<file path="src/core/rxc_pkg.sv">
package rxc_pkg;

  // Register locations in bank 1
  localparam logic [7:0] ADDR_CTL_A = 8'h4A;
  localparam logic [7:0] ADDR_CTL_B = 8'h4B;
  localparam logic [7:0] ADDR_STK_LO = 8'h4E;
  localparam logic [7:0] ADDR_STK_HI = 8'h4F;
  localparam logic [7:0] ADDR_BURST_DATA = 8'h53;

  // Address recovery stack
  localparam int STACK_DEPTH = 4;
  localparam int STK_IDX_LO = 2;
  localparam int STK_IDX_HI = 3;

  // Timing
  localparam int CLK_PERIOD_NS = 10;
  localparam int UPDATE_LEAD_NS = 122000;
  localparam int UPDATE_LEAD_CYC =
    (UPDATE_LEAD_NS + CLK_PERIOD_NS - 1) / CLK_PERIOD_NS;

  // Synchronised pin group
  typedef struct packed {
    logic ale;
    logic rd_n;
    logic wr_n;
    logic cs_n;
    logic kick_n;
    logic ram_clear_in_n;
    logic vcc_ok;
    logic batt_ok;
    logic [7:0] ad;
  } rxc_pins_type;

  // Active-low strobes high, ALE low, power and battery absent, bus zero
  localparam logic [15:0] PINS_IDLE = 16'h7C00;

  typedef struct packed {
    logic batt_ok;
    logic upd;
    logic burst;
    logic resv;
    logic power_off_ctl;
    logic rf;
    logic wf;
    logic kf;
  } rxc_ctl_a_type;

  typedef struct packed {
    logic aux_en;
    logic osc_en;
    logic xtal;
    logic ram_clear_en;
    logic power_fail_keep;
    logic ram_clear_int_en;
    logic wake_int_en;
    logic kick_en;
  } rxc_ctl_b_type;

  localparam logic [7:0] CTL_A_RST = 8'h08;
  localparam logic [7:0] CTL_B_RST = 8'h40;

  typedef enum logic [2:0] {
    UPD_IDLE = 3'h1,
    UPD_LEAD = 3'h2,
    UPD_BUSY = 3'h4
  } rxc_upd_type;

endpackage

</file>
<file path="src/core/rxc_ext_ctl.sv">
`timescale 1ns/1ns
module rxc_ext_ctl #(
  parameter int UPDATE_LEAD_CYC = rxc_pkg::UPDATE_LEAD_CYC
) (
  // Clock and reset
  input wire logic CLK_I,
  input wire logic RST_N_I,
  // Multiplexed host bus
  input wire logic ALE_I,
  input wire logic RD_N_I,
  input wire logic WR_N_I,
  input wire logic CS_N_I,
  input wire logic [7:0] AD_I,
  output logic [7:0] AD_O,
  output logic AD_OE_O,
  input wire logic BANK_SELECT_I,
  // Device pins
  input wire logic KICKSTART_N_I,
  input wire logic RAM_CLEAR_N_I,
  input wire logic VCC_OK_I,
  input wire logic AUX_BATTERY_OK_I,
  // Clock and calendar core
  input wire logic WAKE_EVENT_I,
  input wire logic UPDATE_REQ_I,
  input wire logic UPDATE_DONE_I,
  output logic UPDATE_GO_O,
  output logic BURST_INC_O,
  output logic RAM_CLEAR_O,
  // Open-drain outputs
  output logic PWR_N_O,
  output logic PWR_OE_O,
  output logic IRQ_N_O,
  output logic IRQ_OE_O,
  // Static controls
  output logic SQW_EN_O,
  output logic XTAL_LOAD_SEL_O,
  output logic AUX_SUPPLY_EN_O
);

  localparam int CW = $clog2(UPDATE_LEAD_CYC + 1);
  localparam logic [CW-1:0] LEAD_LAST = CW'(UPDATE_LEAD_CYC - 1);

  logic rst_meta_q;
  logic rst_n;
  always_ff @(posedge CLK_I or negedge RST_N_I) begin
    if (!RST_N_I) begin
      rst_meta_q <= 1'b0;
      rst_n <= 1'b0;
    end else begin
      rst_meta_q <= 1'b1;
      rst_n <= rst_meta_q;
    end
  end

  // Pin synchroniser: a change counts once stages two and three agree
  rxc_pkg::rxc_pins_type raw;
  rxc_pkg::rxc_pins_type s1_q, s2_q, s3_q, pin_q, pin_d;
  assign raw = '{ale: ALE_I, rd_n: RD_N_I, wr_n: WR_N_I, cs_n: CS_N_I,
                 kick_n: KICKSTART_N_I, ram_clear_in_n: RAM_CLEAR_N_I,
                 vcc_ok: VCC_OK_I, batt_ok: AUX_BATTERY_OK_I, ad: AD_I};

  always_comb begin
    pin_d = (s2_q & s3_q) | (pin_q & (s2_q ^ s3_q));
  end

  always_ff @(posedge CLK_I or negedge rst_n) begin
    if (!rst_n) begin
      s1_q <= rxc_pkg::PINS_IDLE;
      s2_q <= rxc_pkg::PINS_IDLE;
      s3_q <= rxc_pkg::PINS_IDLE;
      pin_q <= rxc_pkg::PINS_IDLE;
    end else begin
      s1_q <= raw;
      s2_q <= s1_q;
      s3_q <= s2_q;
      pin_q <= pin_d;
    end
  end

  logic ale_fall, rd_rise, wr_rise, kick_fall, ram_clear_in_fall;
  logic vcc_rise, vcc_fall;
  assign ale_fall = pin_q.ale & ~pin_d.ale;
  assign rd_rise = ~pin_q.rd_n & pin_d.rd_n;
  assign wr_rise = ~pin_q.wr_n & pin_d.wr_n;
  assign kick_fall = pin_q.kick_n & ~pin_d.kick_n;
  assign ram_clear_in_fall = pin_q.ram_clear_in_n & ~pin_d.ram_clear_in_n;
  assign vcc_rise = ~pin_q.vcc_ok & pin_d.vcc_ok;
  assign vcc_fall = pin_q.vcc_ok & ~pin_d.vcc_ok;

  // Address recovery stack, entry 0 is the current address
  logic [7:0] stk_q [rxc_pkg::STACK_DEPTH];
  logic [7:0] stk_d [rxc_pkg::STACK_DEPTH];
  assign stk_d[0] = ale_fall ? pin_q.ad : stk_q[0];
  for (genvar i = 1; i < rxc_pkg::STACK_DEPTH; i++) begin : g_stk
    assign stk_d[i] = ale_fall ? stk_q[i-1] : stk_q[i];
  end

  always_ff @(posedge CLK_I or negedge rst_n) begin
    if (!rst_n) begin
      for (int k = 0; k < rxc_pkg::STACK_DEPTH; k++) begin
        stk_q[k] <= 8'h00;
      end
    end else begin
      for (int k = 0; k < rxc_pkg::STACK_DEPTH; k++) begin
        stk_q[k] <= stk_d[k];
      end
    end
  end

  // Access decode; bank 1 selection is software's job beforehand
  logic sel, wr_a, wr_b;
  assign sel = BANK_SELECT_I & ~pin_q.cs_n;
  assign wr_a = sel & wr_rise & (stk_q[0] == rxc_pkg::ADDR_CTL_A);
  assign wr_b = sel & wr_rise & (stk_q[0] == rxc_pkg::ADDR_CTL_B);

  // Update status sequencer
  rxc_pkg::rxc_upd_type upd_q, upd_d;
  logic [CW-1:0] cnt_q, cnt_d;
  logic go_d;

  always_comb begin
    upd_d = upd_q;
    cnt_d = cnt_q;
    go_d = 1'b0;
    case (upd_q)
      rxc_pkg::UPD_IDLE: begin
        if (UPDATE_REQ_I) begin
          upd_d = rxc_pkg::UPD_LEAD;
          cnt_d = '0;
        end
      end
      rxc_pkg::UPD_LEAD: begin
        if (cnt_q == LEAD_LAST) begin
          upd_d = rxc_pkg::UPD_BUSY;
          go_d = 1'b1;
        end else begin
          cnt_d = cnt_q + 1'b1;
        end
      end
      rxc_pkg::UPD_BUSY: begin
        if (UPDATE_DONE_I) begin
          upd_d = rxc_pkg::UPD_IDLE;
        end
      end
      default: begin
        upd_d = rxc_pkg::UPD_IDLE;
      end
    endcase
  end

  always_ff @(posedge CLK_I or negedge rst_n) begin
    if (!rst_n) begin
      upd_q <= rxc_pkg::UPD_IDLE;
      cnt_q <= '0;
    end else begin
      upd_q <= upd_d;
      cnt_q <= cnt_d;
    end
  end

  // Control registers
  rxc_pkg::rxc_ctl_a_type ca_q, ca_d;
  rxc_pkg::rxc_ctl_b_type cb_q, cb_d;
  rxc_pkg::rxc_ctl_a_type wa;

  always_comb begin
    wa = pin_q.ad;
    ca_d = ca_q;
    cb_d = cb_q;
    if (wr_b) begin
      cb_d = pin_q.ad;
    end
    // Power-up forces the oscillator output on over a write
    if (vcc_rise) begin
      cb_d.osc_en = 1'b1;
    end
    if (wr_a) begin
      ca_d.burst = wa.burst;
      ca_d.resv = wa.resv;
      ca_d.power_off_ctl = wa.power_off_ctl;
      ca_d.rf = wa.rf;
      ca_d.wf = wa.wf;
      ca_d.kf = wa.kf;
    end
    // Hardware sets win over a clearing write in the same cycle
    if (ram_clear_in_fall && cb_q.ram_clear_en) begin
      ca_d.rf = 1'b1;
    end
    if (WAKE_EVENT_I) begin
      ca_d.wf = 1'b1;
    end
    if (kick_fall && cb_q.kick_en) begin
      ca_d.kf = 1'b1;
    end
    if (vcc_fall && !cb_q.power_fail_keep) begin
      ca_d.power_off_ctl = 1'b1;
    end
    if ((ca_d.wf && cb_d.wake_int_en) || (ca_d.kf && cb_d.kick_en)) begin
      ca_d.power_off_ctl = 1'b0;
    end
    ca_d.batt_ok = pin_q.batt_ok;
    ca_d.upd = (upd_d != rxc_pkg::UPD_IDLE);
  end

  always_ff @(posedge CLK_I or negedge rst_n) begin
    if (!rst_n) begin
      ca_q <= rxc_pkg::CTL_A_RST;
      cb_q <= rxc_pkg::CTL_B_RST;
    end else begin
      ca_q <= ca_d;
      cb_q <= cb_d;
    end
  end

  // Registered outputs and read port
  logic irq_d, rd_en, hit;
  logic [7:0] rdata;

  always_comb begin
    // Interrupt only while main power is present
    irq_d = pin_q.vcc_ok &&
            ((ca_q.wf && cb_q.wake_int_en) || (ca_q.kf && cb_q.kick_en) ||
             (ca_q.rf && cb_q.ram_clear_int_en));
    hit = 1'b1;
    case (stk_q[0])
      rxc_pkg::ADDR_CTL_A: rdata = ca_q;
      rxc_pkg::ADDR_CTL_B: rdata = cb_q;
      rxc_pkg::ADDR_STK_LO: rdata = stk_q[rxc_pkg::STK_IDX_LO];
      rxc_pkg::ADDR_STK_HI: rdata = stk_q[rxc_pkg::STK_IDX_HI];
      default: begin
        rdata = 8'h00;
        hit = 1'b0;
      end
    endcase
    rd_en = sel & ~pin_q.rd_n & hit;
  end

  logic pwr_oe_q, irq_oe_q, go_q, inc_q, clr_q, ad_oe_q;
  logic [7:0] ad_q;
  always_ff @(posedge CLK_I or negedge rst_n) begin
    if (!rst_n) begin
      pwr_oe_q <= 1'b0;
      irq_oe_q <= 1'b0;
      go_q <= 1'b0;
      inc_q <= 1'b0;
      clr_q <= 1'b0;
      ad_oe_q <= 1'b0;
      ad_q <= 8'h00;
    end else begin
      pwr_oe_q <= ~ca_d.power_off_ctl;
      irq_oe_q <= irq_d;
      go_q <= go_d;
      inc_q <= sel & (rd_rise | wr_rise) & ca_q.burst &
               (stk_q[0] == rxc_pkg::ADDR_BURST_DATA);
      clr_q <= ram_clear_in_fall & cb_q.ram_clear_en;
      ad_oe_q <= rd_en;
      ad_q <= rdata;
    end
  end

  assign PWR_N_O = 1'b0;
  assign IRQ_N_O = 1'b0;
  assign PWR_OE_O = pwr_oe_q;
  assign IRQ_OE_O = irq_oe_q;
  assign UPDATE_GO_O = go_q;
  assign BURST_INC_O = inc_q;
  assign RAM_CLEAR_O = clr_q;
  assign AD_OE_O = ad_oe_q;
  assign AD_O = ad_q;
  assign SQW_EN_O = cb_q.osc_en;
  assign XTAL_LOAD_SEL_O = cb_q.xtal;
  assign AUX_SUPPLY_EN_O = cb_q.aux_en;
endmodule

</file>
<file path="config.mk">
export PLATFORM = sky130hd
export DESIGN_NAME = rxc_ext_ctl
export DESIGN_NICKNAME = d
export VERILOG_FILES = /design/src/core/rxc_pkg.sv /design/src/core/rxc_ext_ctl.sv
export SDC_FILE = /design/constraint.sdc
export NUM_CORES = 1
export LEC_CHECK = 0
export BUFFER_PORTS_ARGS = -buffer_cell sky130_fd_sc_hd__buf_2
export CAP_MARGIN = 20
export CORE_MARGIN = 4
export CORE_UTILIZATION = 30
export DETAILED_ROUTE_END_ITERATION = 10
export PLACE_DENSITY_LB_ADDON = 0.1
export SKIP_CTS_REPAIR_TIMING = 1
export SLEW_MARGIN = 10
export SYNTH_ARGS = -nofsm -noshare
export SYNTH_HDL_FRONTEND = slang
export SYNTH_SLANG_ARGS = --single-unit
</file>
<file path="constraint.sdc">
create_clock -name CLK_I -period 4.1 [get_ports CLK_I]
set_clock_uncertainty 0.1 [all_clocks]
set_input_delay 1.025 -clock CLK_I [delete_from_list [all_inputs] [get_ports CLK_I]]
set_output_delay 1.025 -clock CLK_I [all_outputs]
set_load 0.01 [all_outputs]
</file>
==> results by group, run 1 <==
Route
  – DRT Pass-1 Iters: 5
  – Total Wirelength: 10000 um
  – Vias/cell: 4.61
  – Post-route ant nets: 0
  – Wire per inst: 15.2 um
  – Post-route DRC: 0
  – Total number of vias: 3040
  – Iter 0 DRT Violations: 101

Critical path
  – Worst r2r src: stk_q[26]
  – WP data required: 4.29 ns
  – Critical path's top delay family: simple AND/OR/NAND/NOR gates
  – Worst Setup Path Type: input port to flop
  – Setup crit end kind: flop
  – RR Endpoint: PWR_OE_O
  – Largest stage delay on the critical path: 0.59 ns
  – Critical path origin: BANK_SELECT_I
  – Startpoint types: input port
  – WP data arrival: 2.98 ns
  – Crit path capture: PWR_OE_O
  – Crit-path cells: buf_2, or3b_1, nor4_4, mux2_2, a221o_1
  – Largest fanout on the critical path: 8
  – Buf+Inv Stages, Crit Path: 1
  – Levels on crit path: 5
  – Reg2reg setup slack: 1.31 ns
  – Critical-path top delay cell: nor4_4
  – Reg2Reg Depth: 4

Power
  – Leak: 3.04 nW
  – Power Density: 593 mW/mm2
  – Total power: 0.00393 W
  – Max VDD drop: 0.333 mV

Synth
  – Synth Area in Adders: 3.86%
  – Post-synthesis area per instance: 15.1 um2
  – Post-synth EDFFs: 0
  – Synth top area cells: dfrtp_1 (55%), dfstp_2 (11%), mux2_2 (8.4%)
  – Simple-gate share of the synthesized area: 9.72%
  – Cell variety after synth: 52
  – Compound-Gate Fraction of Synth Area: 5.45%
  – Post-Synth XOR/XNOR Area: 0.954%
  – Cells after Synth: 365
  – Ys flop type: dfrtp_1
  – Yosys reg bits: 145
  – Yosys top cell area share: 55.4%
  – Area leader, netlist: dfrtp_1
  – Asr flop ratio synth: 100%
  – Synth warn: 0
  – Syn Std Cell Area: 0.00551 mm2
  – Largest family of logic cells by synthesized area: multiplexers
  – Mux cell area share after synthesis: 12.0%
  – Sequential fraction of the synthesis area: 66.4%

Status
  – Status: finished, final reports clean

Layout
  – P&R area growth vs syn: 20.2%
  – Fraction of layout cells with a size suffix above 1: 36.2%
  – Ant diodes: 0
  – # nets final: 457
  – Fillers: 1730
  – Final non-filler cell total: 660

Floorplan
  – Num ports: 41
  – Die area: 0.0206 mm2
  – FP Rows: 49
  – CORE AREA: 0.0180 mm2
  – Die height: 143 um
  – Initial Util: 30.6%
  – Die Width: 143 um

Global route
  – First-pass GRT wire length: 16900 um
  – Grt ovf: 0
  – Vias in the first global route: 3250
  – Total global-route track usage: 10.7%
  – Initial antenna violation count: 0
  – Largest net degree at the start of global routing: 75

Placed design
  – Post-DP HPWL: 6520 um
  – RePlAce Congestion: 0.817
  – Placed Instances: 628
  – Port Buffers: 38

STA
  – Fin Setup TNS: 0 ns
  – Fin crit share: 68.1%
  – Slew Limit Fails: 0
  – Setup violators final: 0
  – RSZ-0062 raised after global routing: no
  – Final Critical Period: 2.79 ns
  – Max-slew headroom: 40.5%
  – Worst Tran Pin Value: 0.892 ns
  – F_max: 0.358 GHz
  – Fin. Hold Viols: 0

Clock tree
  – Clk_lat worst skew: 0.41 ns
  – Clk root buf: clkbuf_16
  – Worst-path clk slew: 0.06 ns
  – Bufs on Longest Clock Path: 2
  – Sink Count: 145
  – TritonCTS Buffers: 17
  – H-tree levels: 4
  – CTS tree: done

Run
  – Max Cap Viol: 0

Min path
  – Hold Path Class: flop to flop
-- flip-flops by register name, summed over array words and instances, names as in the netlist, 3 cells and up --
| register | count |
|---|---|
| stk_q | 32 |
| pin_q | 7 |
| s2_q | 16 |
| upd_q | 3 |
| ca_q | 8 |
| cb_q | 5 |
| AD_O | 8 |
| s1_q | 16 |
| wa | 8 |
| cnt_q | 14 |
| s3_q | 16 |
-- synthesized netlist by cell type (2+ instances only) --
cell type    n
or2_2        2
nand4_1      2
dfrtp_1    122
nor2b_1      2
a21oi_1      7
nor4_4       2
mux2_2      41
nand3b_1     3
buf_4        2
a21o_1      16
nand2_1     14
o211ai_1     2
and3_1       9
mux4_2       8
inv_1       10
xnor2_1      5
o311ai_0     2
o31ai_1      4
or4_1        2
or3_1        5
dfstp_2     23
nand2b_1     2
or3b_1       2
mux2i_1      2
nand3_1      7
clkbuf_1     5
conb_1       2
o21ai_0      4
nor4_1       6
nor3_1       2
or3b_2       3
ha_1        17
nor2_1      11
-- metal layers --
metal | vias up | wire (um) | GRT usage [%]
met1 | 1546 | 4690 | 13.8
met3 | 12 | 495 | 4.33
met2 | 51 | 4720 | 16.1
met5 | - | 0 | 0
met4 | 0 | 133 | 4.11
li1 | 1431 | - | -
-- worst min-delay path by stage --
stage | slack, ns | from | to | cells past startpoint
3_3_place_gp | 0.23 | s1_q[5] | s2_q[5] | 0
4_1_cts | 0.25 | s1_q[1] | s2_q[1] | 0
6_report | 0.24 | s1_q[1] | s2_q[1] | 0
3_5_place_dp | 0.23 | s1_q[5] | s2_q[5] | 0
5_1_grt | 0.25 | RST_N_I | rst_n | 1
2_1_floorplan | 0.23 | rst_meta_q | rst_n | 0
-- cell usage in the layout (no fill, tap or decap), types with 4 or more instances in the layout --
master,instances
dfrtp_1,121
mux2_2,41
buf_2,39
dfstp_2,23
ha_1,17
clkbuf_16,17
a21o_1,16
nand2_1,14
inv_1,10
nor2_1,10
and3_1,9
mux4_2,8
a21oi_1,7
nand3_1,7
nor4_1,6
or3_1,5
xnor2_1,5
o21ai_0,4
o31ai_1,4
bufinv_16,4
-- final cells by class --
| class | count | area, um2 | share of cell area [%] |
|---|---|---|---|
| inverter | 10 | 37.5 | 0.567 |
| multi-input combinational | 202 | 1780 | 26.8 |
| sequential | 145 | 3660 | 55.3 |
| timing repair buffer | 42 | 230 | 3.48 |
| clock inverter | 13 | 184 | 2.78 |
| clock buffer | 19 | 443 | 6.69 |
| tap | 229 | 287 | 4.33 |
-- per-stage QoR --
stage | instance area (um2) | setup slack, ns | utilization [%] | hold WS, ns
floorplan | 5510 | 1.23 | - | 0.231
global placement | 5990 | 0.941 | 33.2 | 0.234
detailed placement | 5990 | 0.876 | 33.2 | 0.235
CTS | 6620 | 1.28 | 36.7 | 0.249
global route | 6620 | 1.20 | 36.7 | 0.252
finish | 6620 | 1.31 | 36.7 | 0.243
-- report_power, final --
group,switching [W],total (W),internal (W),leakage (nW)
registers,0.000190,0.00185,0.00166,1.77
clock network,0.000591,0.00163,0.00104,0.300
logic,0.000181,0.000448,0.000266,0.964
total,0.000963,0.00393,0.00296,3.04
-- logic make-up after synthesis --
logic type	after synthesis
other	2
xor gates and xnor gates	6
DFF	145
AOI/OAI and AO/OA	42
and+or+nand+nor	83
adders and majority gates	17
buffers and inverters	19
muxes	51
Note: power is estimated with default switching activity, not from simulation.
==> run 2: changes to the inputs <==
Settings changed: ABC_AREA set to 1.
Clock period 4.1 ns to 2.34 ns, I/O delays scaled along.
==> run 2 against run 1 <==
Clock power up 67%. Combinational power increased by 66%. Highest routed layer unchanged. Synthesized cell count grew 47%. Largest power group unchanged.
==> results by group, run 2 <==
Status
  – Status: finished, final reports clean

Placed design
  – Port Buffers: 38 (unchanged)
  – Post-DP HPWL: 7800 um (+20%)
  – RePlAce Congestion: 0.843 (+3.1%)

STA
  – RSZ-0062 raised after global routing: no
  – Final Critical Period: 1.85 ns
  – Fin Setup TNS: 0 ns (unchanged)
  – Worst Tran Pin Value: 0.499 ns (-0.393 ns)
  – Max-slew headroom: 66.7% (+26 points)
  – Setup violators final: 0 (unchanged)
  – Fin. Hold Viols: 0 (unchanged)
  – Fin crit share: 79.0%
  – Slew Limit Fails: 0 (unchanged)
  – F_max: 0.541 GHz

Clock tree
  – H-tree levels: 4 (unchanged)
  – Worst-path clk slew: 0.06 ns (about the same)
  – Bufs on Longest Clock Path: 2 (unchanged)
  – Sink Count: 145 (unchanged)
  – Clk_lat worst skew: 0.42 ns (about the same)
  – TritonCTS Buffers: 17 (unchanged)
  – Clk root buf: clkbuf_16
  – CTS tree: done

Route
  – Top Layer Used: met4
  – Post-route DRC: 0 (unchanged)
  – Vias/cell: 4.45 (-3.5%)
  – Post-route ant nets: 0 (unchanged)
  – Wire per inst: 13.6 um (-10%)
  – Wire length on met1: 5610 um (+20%)
  – Wire length on met3: 358 um (-28%)
  – DRT Pass-1 Iters: 5 (unchanged)
  – Wire length on met2: 5200 um (+10%)
  – Iter 0 DRT Violations: 193 (+91%)
  – Total number of vias: 3712 (+22%)
  – Total Wirelength: 11400 um (+13%)

Power
  – Max VDD drop: 0.497 mV (+49%)
  – Total power: 0.00657 W (+67%)
  – Leak: 3.26 nW (+7.3%)
  – Power Density: 966 mW/mm2 (+63%)

Synth
  – Synth cell count leaders: nand2_1 (124), dfrtp_1 (122), inv_1 (51)
  – Synth warn: 0 (unchanged)
  – Yosys top cell area share: 53.8% (-1.6 points)
  – Yosys reg bits: 145 (unchanged)
  – Sequential fraction of the synthesis area: 64.4% (-2.0 points)
  – Synth top area cells: dfrtp_1 (54%), dfstp_2 (11%), nand2_1 (8.2%)
  – Area leader, netlist: dfrtp_1
  – Ys flop type: dfrtp_1
  – Post-synth EDFFs: 0 (unchanged)
  – Cells after Synth: 536 (+47%)
  – Syn Std Cell Area: 0.00568 mm2 (+3.0%)
  – Most numerous cell in the Yosys netlist: nand2_1
  – Post-synthesis area per instance: 10.6 um2 (-30%)
  – Cell variety after synth: 35 (-33%)
  – Asr flop ratio synth: 100% (unchanged)

Global route
  – Vias in the first global route: 3946 (+21%)
  – First-pass GRT wire length: 20200 um (+20%)
  – Total global-route track usage: 11.9% (+1.2 points)
  – Initial antenna violation count: 0 (unchanged)
  – Grt ovf: 0 (unchanged)
  – Largest net degree at the start of global routing: 66 (-12%)

Layout
  – Ant diodes: 0 (unchanged)
  – Largest register FFs: 32 (unchanged)
  – Fraction of layout cells with a size suffix above 1: 20.0% (-16 points)
  – Most common cell after layout, fill and taps aside: nand2_1
  – Fillers: 1902 (+9.9%)
  – Reg with most FFs: stk_q
  – Most frequent cells in the layout: nand2_1 (124), dfrtp_1 (121), inv_1 (51)
  – # nets final: 627 (+37%)
  – P&R area growth vs syn: 19.8%

Critical path
  – Startpoint types: flop
  – Worst r2r src: cnt_q[0]
  – WP data required: 2.57 ns (-1.72 ns)
  – RR Endpoint: cnt_q[1]
  – Crit-path cells: ha_1, nand4_1, nor2_1, nand4_2, nand2_2, nand2_2, o21ai_0
  – Critical-path top delay cell: dfrtp_1
  – Largest stage delay on the critical path: 0.43 ns (-0.16 ns)
  – Worst Setup Path Type: flop to flop
  – WP data arrival: 2.08 ns (-0.90 ns)
  – Largest fanout on the critical path: 14 (+6)
  – Setup crit end kind: flop
  – Reg2reg setup slack: 0.49 ns (-0.82 ns)
  – Reg2Reg Depth: 7 (+3)
  – CP dominant cell by count: nand2_2

Floorplan
  – Die Width: 146 um (+1.4%)
  – Die height: 146 um (+1.4%)
  – FP Rows: 50 (+2.0%)
  – Num ports: 41 (unchanged)
  – Initial Util: 30.4% (-0.11 points)
  – CORE AREA: 0.0186 mm2 (+3.4%)
  – Die area: 0.0212 mm2 (+2.9%)

Min path
  – Sink of the worst hold path: s1_q[14]
  – Hold path startpoint: RD_N_I
  – WHS Path Cells: 1 (+1)
  – Hold Path Class: input port to flop

Run
  – Max Cap Viol: 0 (unchanged)
[run 2: how the worst max path moves through the flow]
stage,startpoint,end
floorplan,rst_n,AD_OE_O
finish,cnt_q[0],cnt_q[1]
CTS,cnt_q[0],cnt_q[4]
global placement,BANK_SELECT_I,ca_q[3]
global route,cnt_q[0],cnt_q[1]
detailed placement,cnt_q[0],cnt_q[4]
[run 2: routing by layer]
layer | track usage [%] | vias up
met4 | 5.18 | 0
met5 | 0 | -
met2 | 17.9 | 53
met1 | 16.1 | 1792
li1 | - | 1850
met3 | 3.18 | 17
[run 2: layout make-up]
| type | count | area [um2] | share of cell area (%) |
|---|---|---|---|
| Sequential cell | 145 | 3660 | 53.8 |
| Multi-Input combinational cell | 325 | 1750 | 25.7 |
| Clock buffer | 22 | 464 | 6.83 |
| Timing Repair Buffer | 45 | 295 | 4.34 |
| Tap cell | 234 | 293 | 4.31 |
| Inverter | 54 | 203 | 2.98 |
| Clock inverter | 10 | 135 | 1.99 |
[run 2: metrics by stage]
| stage | setup slack (ns) | utilization, % | hold slack [ns] | std cells | instance area, um2 |
|---|---|---|---|---|---|
| final | 0.492 | 36.5 | 0.164 | 835 | 6800 |
| after global routing | 0.322 | 36.5 | 0.141 | 835 | 6800 |
| after CTS | 0.486 | 36.4 | -0.178 | 834 | 6790 |
| after detailed placement | 0.477 | 33.2 | 0.235 | 802 | 6190 |
| after global placement | 0.576 | 33.2 | 0.231 | 802 | 6190 |
| after floorplan | 0.731 | - | 0.189 | 537 | 5680 |
[run 2: power breakdown]
group | total (W) | switching, W | internal (W) | leakage, nW
logic | 0.000743 | 0.000496 | 0.000247 | 1.24
registers | 0.00309 | 0.000212 | 0.00288 | 1.73
clock network | 0.00273 | 0.00100 | 0.00173 | 0.282
total | 0.00657 | 0.00171 | 0.00486 | 3.26
[run 2: logic make-up after synthesis]
group	Yosys count	share of synthesized area (%)
other cells	2	0.132
compound gates	75	7.98
buf+inv	67	4.92
flops	145	64.4
fa+ha+maj	17	3.75
simple gates	224	17.9
xor+xnor	6	0.926
[run 2: worst max-delay path: cells and delay by family (launching register included)]
| family | cells | cell delay (ns) |
|---|---|---|
| AO/OA/AOI/OAI | 1 | 0.23 |
| adder cells (fa/ha/maj) | 1 | 0.32 |
| flip-flops | 1 | 0.43 |
| AND/OR/NAND/NOR | 5 | 0.67 |
==> run 3: changes to the inputs <==
Settings changed: ABC_AREA 1 to 0.
Clock period 2.34 ns to 1.8 ns, I/O delays scaled along.
==> run 3 against run 2 <==
The flow now finishes with violations (negative setup slack). Routed wire length is 1.4% higher. Register-to-register slack worse by 0.84 ns. Via count decreased by 13%. Global-route usage is 0.45 points lower. Final cell count is 15% lower. Count of clock-buffer cells in the layout unchanged. Non-clock buffer count rose by 48. Die area shrank 2.8%. Critical path depth down 2. Combinational power up 140%. Utilization grew 4.5 points. Setup slack got worse by 0.84 ns. Critical path type unchanged. Critical endpoint is now PWR_OE_O. Largest cell class unchanged. Highest routed layer unchanged.
==> results by group, run 3 (synthesis gave the netlist of run 1 again) <==
Global route
  – Grt ovf: 0 (unchanged)
  – Vias in the first global route: 3407 (-14%)
  – First-pass GRT wire length: 17900 um (-11%)
  – Initial antenna violation count: 0 (unchanged)
  – Largest net degree at the start of global routing: 37 (-44%)
  – Total global-route track usage: 11.4% (-0.45 points)

Layout
  – Layout Utilization: 41.0% (+4.5 points)
  – Most frequent cells in the layout: dfrtp_1 (121), buf_4 (44), mux2_4 (40)
  – Fraction of layout cells with a size suffix above 1: 45.6% (+26 points)
  – Ant diodes: 0 (unchanged)
  – Most common cell after layout, fill and taps aside: dfrtp_1
  – Reg with most FFs: stk_q
  – # nets final: 508 (-19%)
  – P&R area growth vs syn: 34.1%
  – Largest register FFs: 32 (unchanged)

Power
  – Leak: 3.48 nW (+6.8%)
  – Total power: 0.00987 W (+50%)
  – Power Density: 1340 mW/mm2 (+38%)
  – Max VDD drop: 0.836 mV (+68%)

Floorplan
  – Die height: 143 um (-1.4%)
  – FP Rows: 49 (-2.0%)
  – Initial Util: 30.6% (+0.11 points)
  – Die Width: 143 um (-1.4%)
  – Die area: 0.0206 mm2 (-2.8%)
  – CORE AREA: 0.0180 mm2 (-3.3%)
  – Num ports: 41 (unchanged)

Clock tree
  – Clk_lat worst skew: 0.41 ns (about the same)
  – TritonCTS Buffers: 17 (unchanged)
  – Sink Count: 145 (unchanged)
  – H-tree levels: 4 (unchanged)
  – Worst-path clk slew: 0.06 ns (about the same)
  – CTS tree: done
  – Clk root buf: clkbuf_16
  – Bufs on Longest Clock Path: 2 (unchanged)

Critical path
  – WP data required: 2.05 ns (-0.52 ns)
  – Crit-path cells: ha_4, or3b_4, or4_4, o211ai_1, a221o_1
  – Critical-path top delay cell: dfstp_2
  – Largest fanout on the critical path: 3 (-11)
  – Critical path's top delay family: simple AND/OR/NAND/NOR gates
  – Largest stage delay on the critical path: 0.54 ns (+0.11 ns)
  – Buf+Inv Stages, Crit Path: 0 (unchanged)
  – Worst Setup Path Type: flop to flop
  – Startpoint types: flop
  – WP data arrival: 2.41 ns (+0.33 ns)
  – Setup crit end kind: flop

Status
  – Status: finished with violations
  – Failing checks: negative setup slack

STA
  – Slew Limit Fails: 0 (unchanged)
  – RSZ-0062 raised after global routing: yes
  – Fin Setup TNS: -5.86 ns (-5.86 ns)
  – Worst Hold Slack: 0.0335 ns (-0.131 ns)
  – Fin. Hold Viols: 0 (unchanged)
  – F_max: 0.465 GHz (-14%)
  – Fin crit share: 120% (+41 points)
  – Post-route setup slack: -0.352 ns (-0.844 ns)
  – Final Critical Period: 2.15 ns (+0.304 ns)
  – Setup violators final: 48 (+48)

Min path
  – Hold Path Class: input port to flop

Route
  – DRT Pass-1 Iters: 4 (-1)
  – Vias/cell: 4.56 (+2.6%)
  – Post-route DRC: 0 (unchanged)
  – Total Wirelength: 11500 um (+1.4%)
  – Iter 0 DRT Violations: 111 (-42%)
  – Total number of vias: 3243 (-13%)
  – Post-route ant nets: 0 (unchanged)
  – Wire per inst: 16.2 um (+19%)

Run
  – Max Cap Viol: 0 (unchanged)

Placed design
  – DP Worst Slack: -0.443 ns (-0.920 ns)
  – Port Buffers: 38 (unchanged)
  – Post-DP HPWL: 7490 um (-4.0%)
  – RePlAce Congestion: 0.786 (-6.7%)
run 3: changes by cell type in the layout (fill, tap and decap cells not counted), sizes merged, moves of 28 or more:
cell,delta
nand3,-28
o21ai,-30
nand2,-115
nor2,-31
inv,-43
mux2,+41
buf,+46
run 3: power by group:
group	internal, W	switching, W	leakage [nW]	total, W
Combinational	0.00107	0.000691	1.38	0.00176
Sequential	0.00379	0.000330	1.77	0.00412
Clock	0.00267	0.00133	0.320	0.00400
Total	0.00752	0.00235	3.48	0.00987
run 3: path summary, 6_finish.rpt:
check	start	depth (start not counted)	slack [ns]	end
worst max-delay path	s3_q[13]	5	-0.35	PWR_OE_O
worst min-delay path	RAM_CLEAR_N_I	1	0.03	s1_q[10]
worst max register to register	s3_q[13]	5	-0.35	PWR_OE_O
worst min register to register	rst_n	0	0.17	s1_q[1]
max in group asynchronous	rst_n	1	0.78	s1_q[10]
min in group asynchronous	rst_n	0	0.17	s1_q[1]
run 3: stage by stage:
stage / instance area (um2) / instances
6_report: 7380 / 711
5_1_grt: 7380 / 711
4_1_cts: 7060 / 703
3_5_place_dp: 6390 / 671
3_3_place_gp: 6390 / 671
2_1_floorplan: 5570 / 366
run 3: worst reg2reg max path, cell delays in order (launching register included):
cell and delay [ns]:
dfstp_2 0.54, ha_4 0.13, or3b_4 0.38, or4_4 0.49
o211ai_1 0.26, a221o_1 0.18
run 3: metal layers:
layer	share of wire, %	GRT usage [%]	up-vias	wire length (um)
li1	-	-	1536	-
met1	46	14.5	1649	5310
met2	49	18.1	48	5650
met3	3.8	3.86	10	441
met4	1.3	4.46	0	146
met5	0	0	-	0
run 3: layout make-up:
type                       instances  area (um2)
clock buffer                      22         464
clock inverter                    10         205
fill                            1679       10600
inverter                          10        37.5
multi-input combinational        202        2010
sequential                       145        3660
tap                              229         287
timing repair buffer              93         714
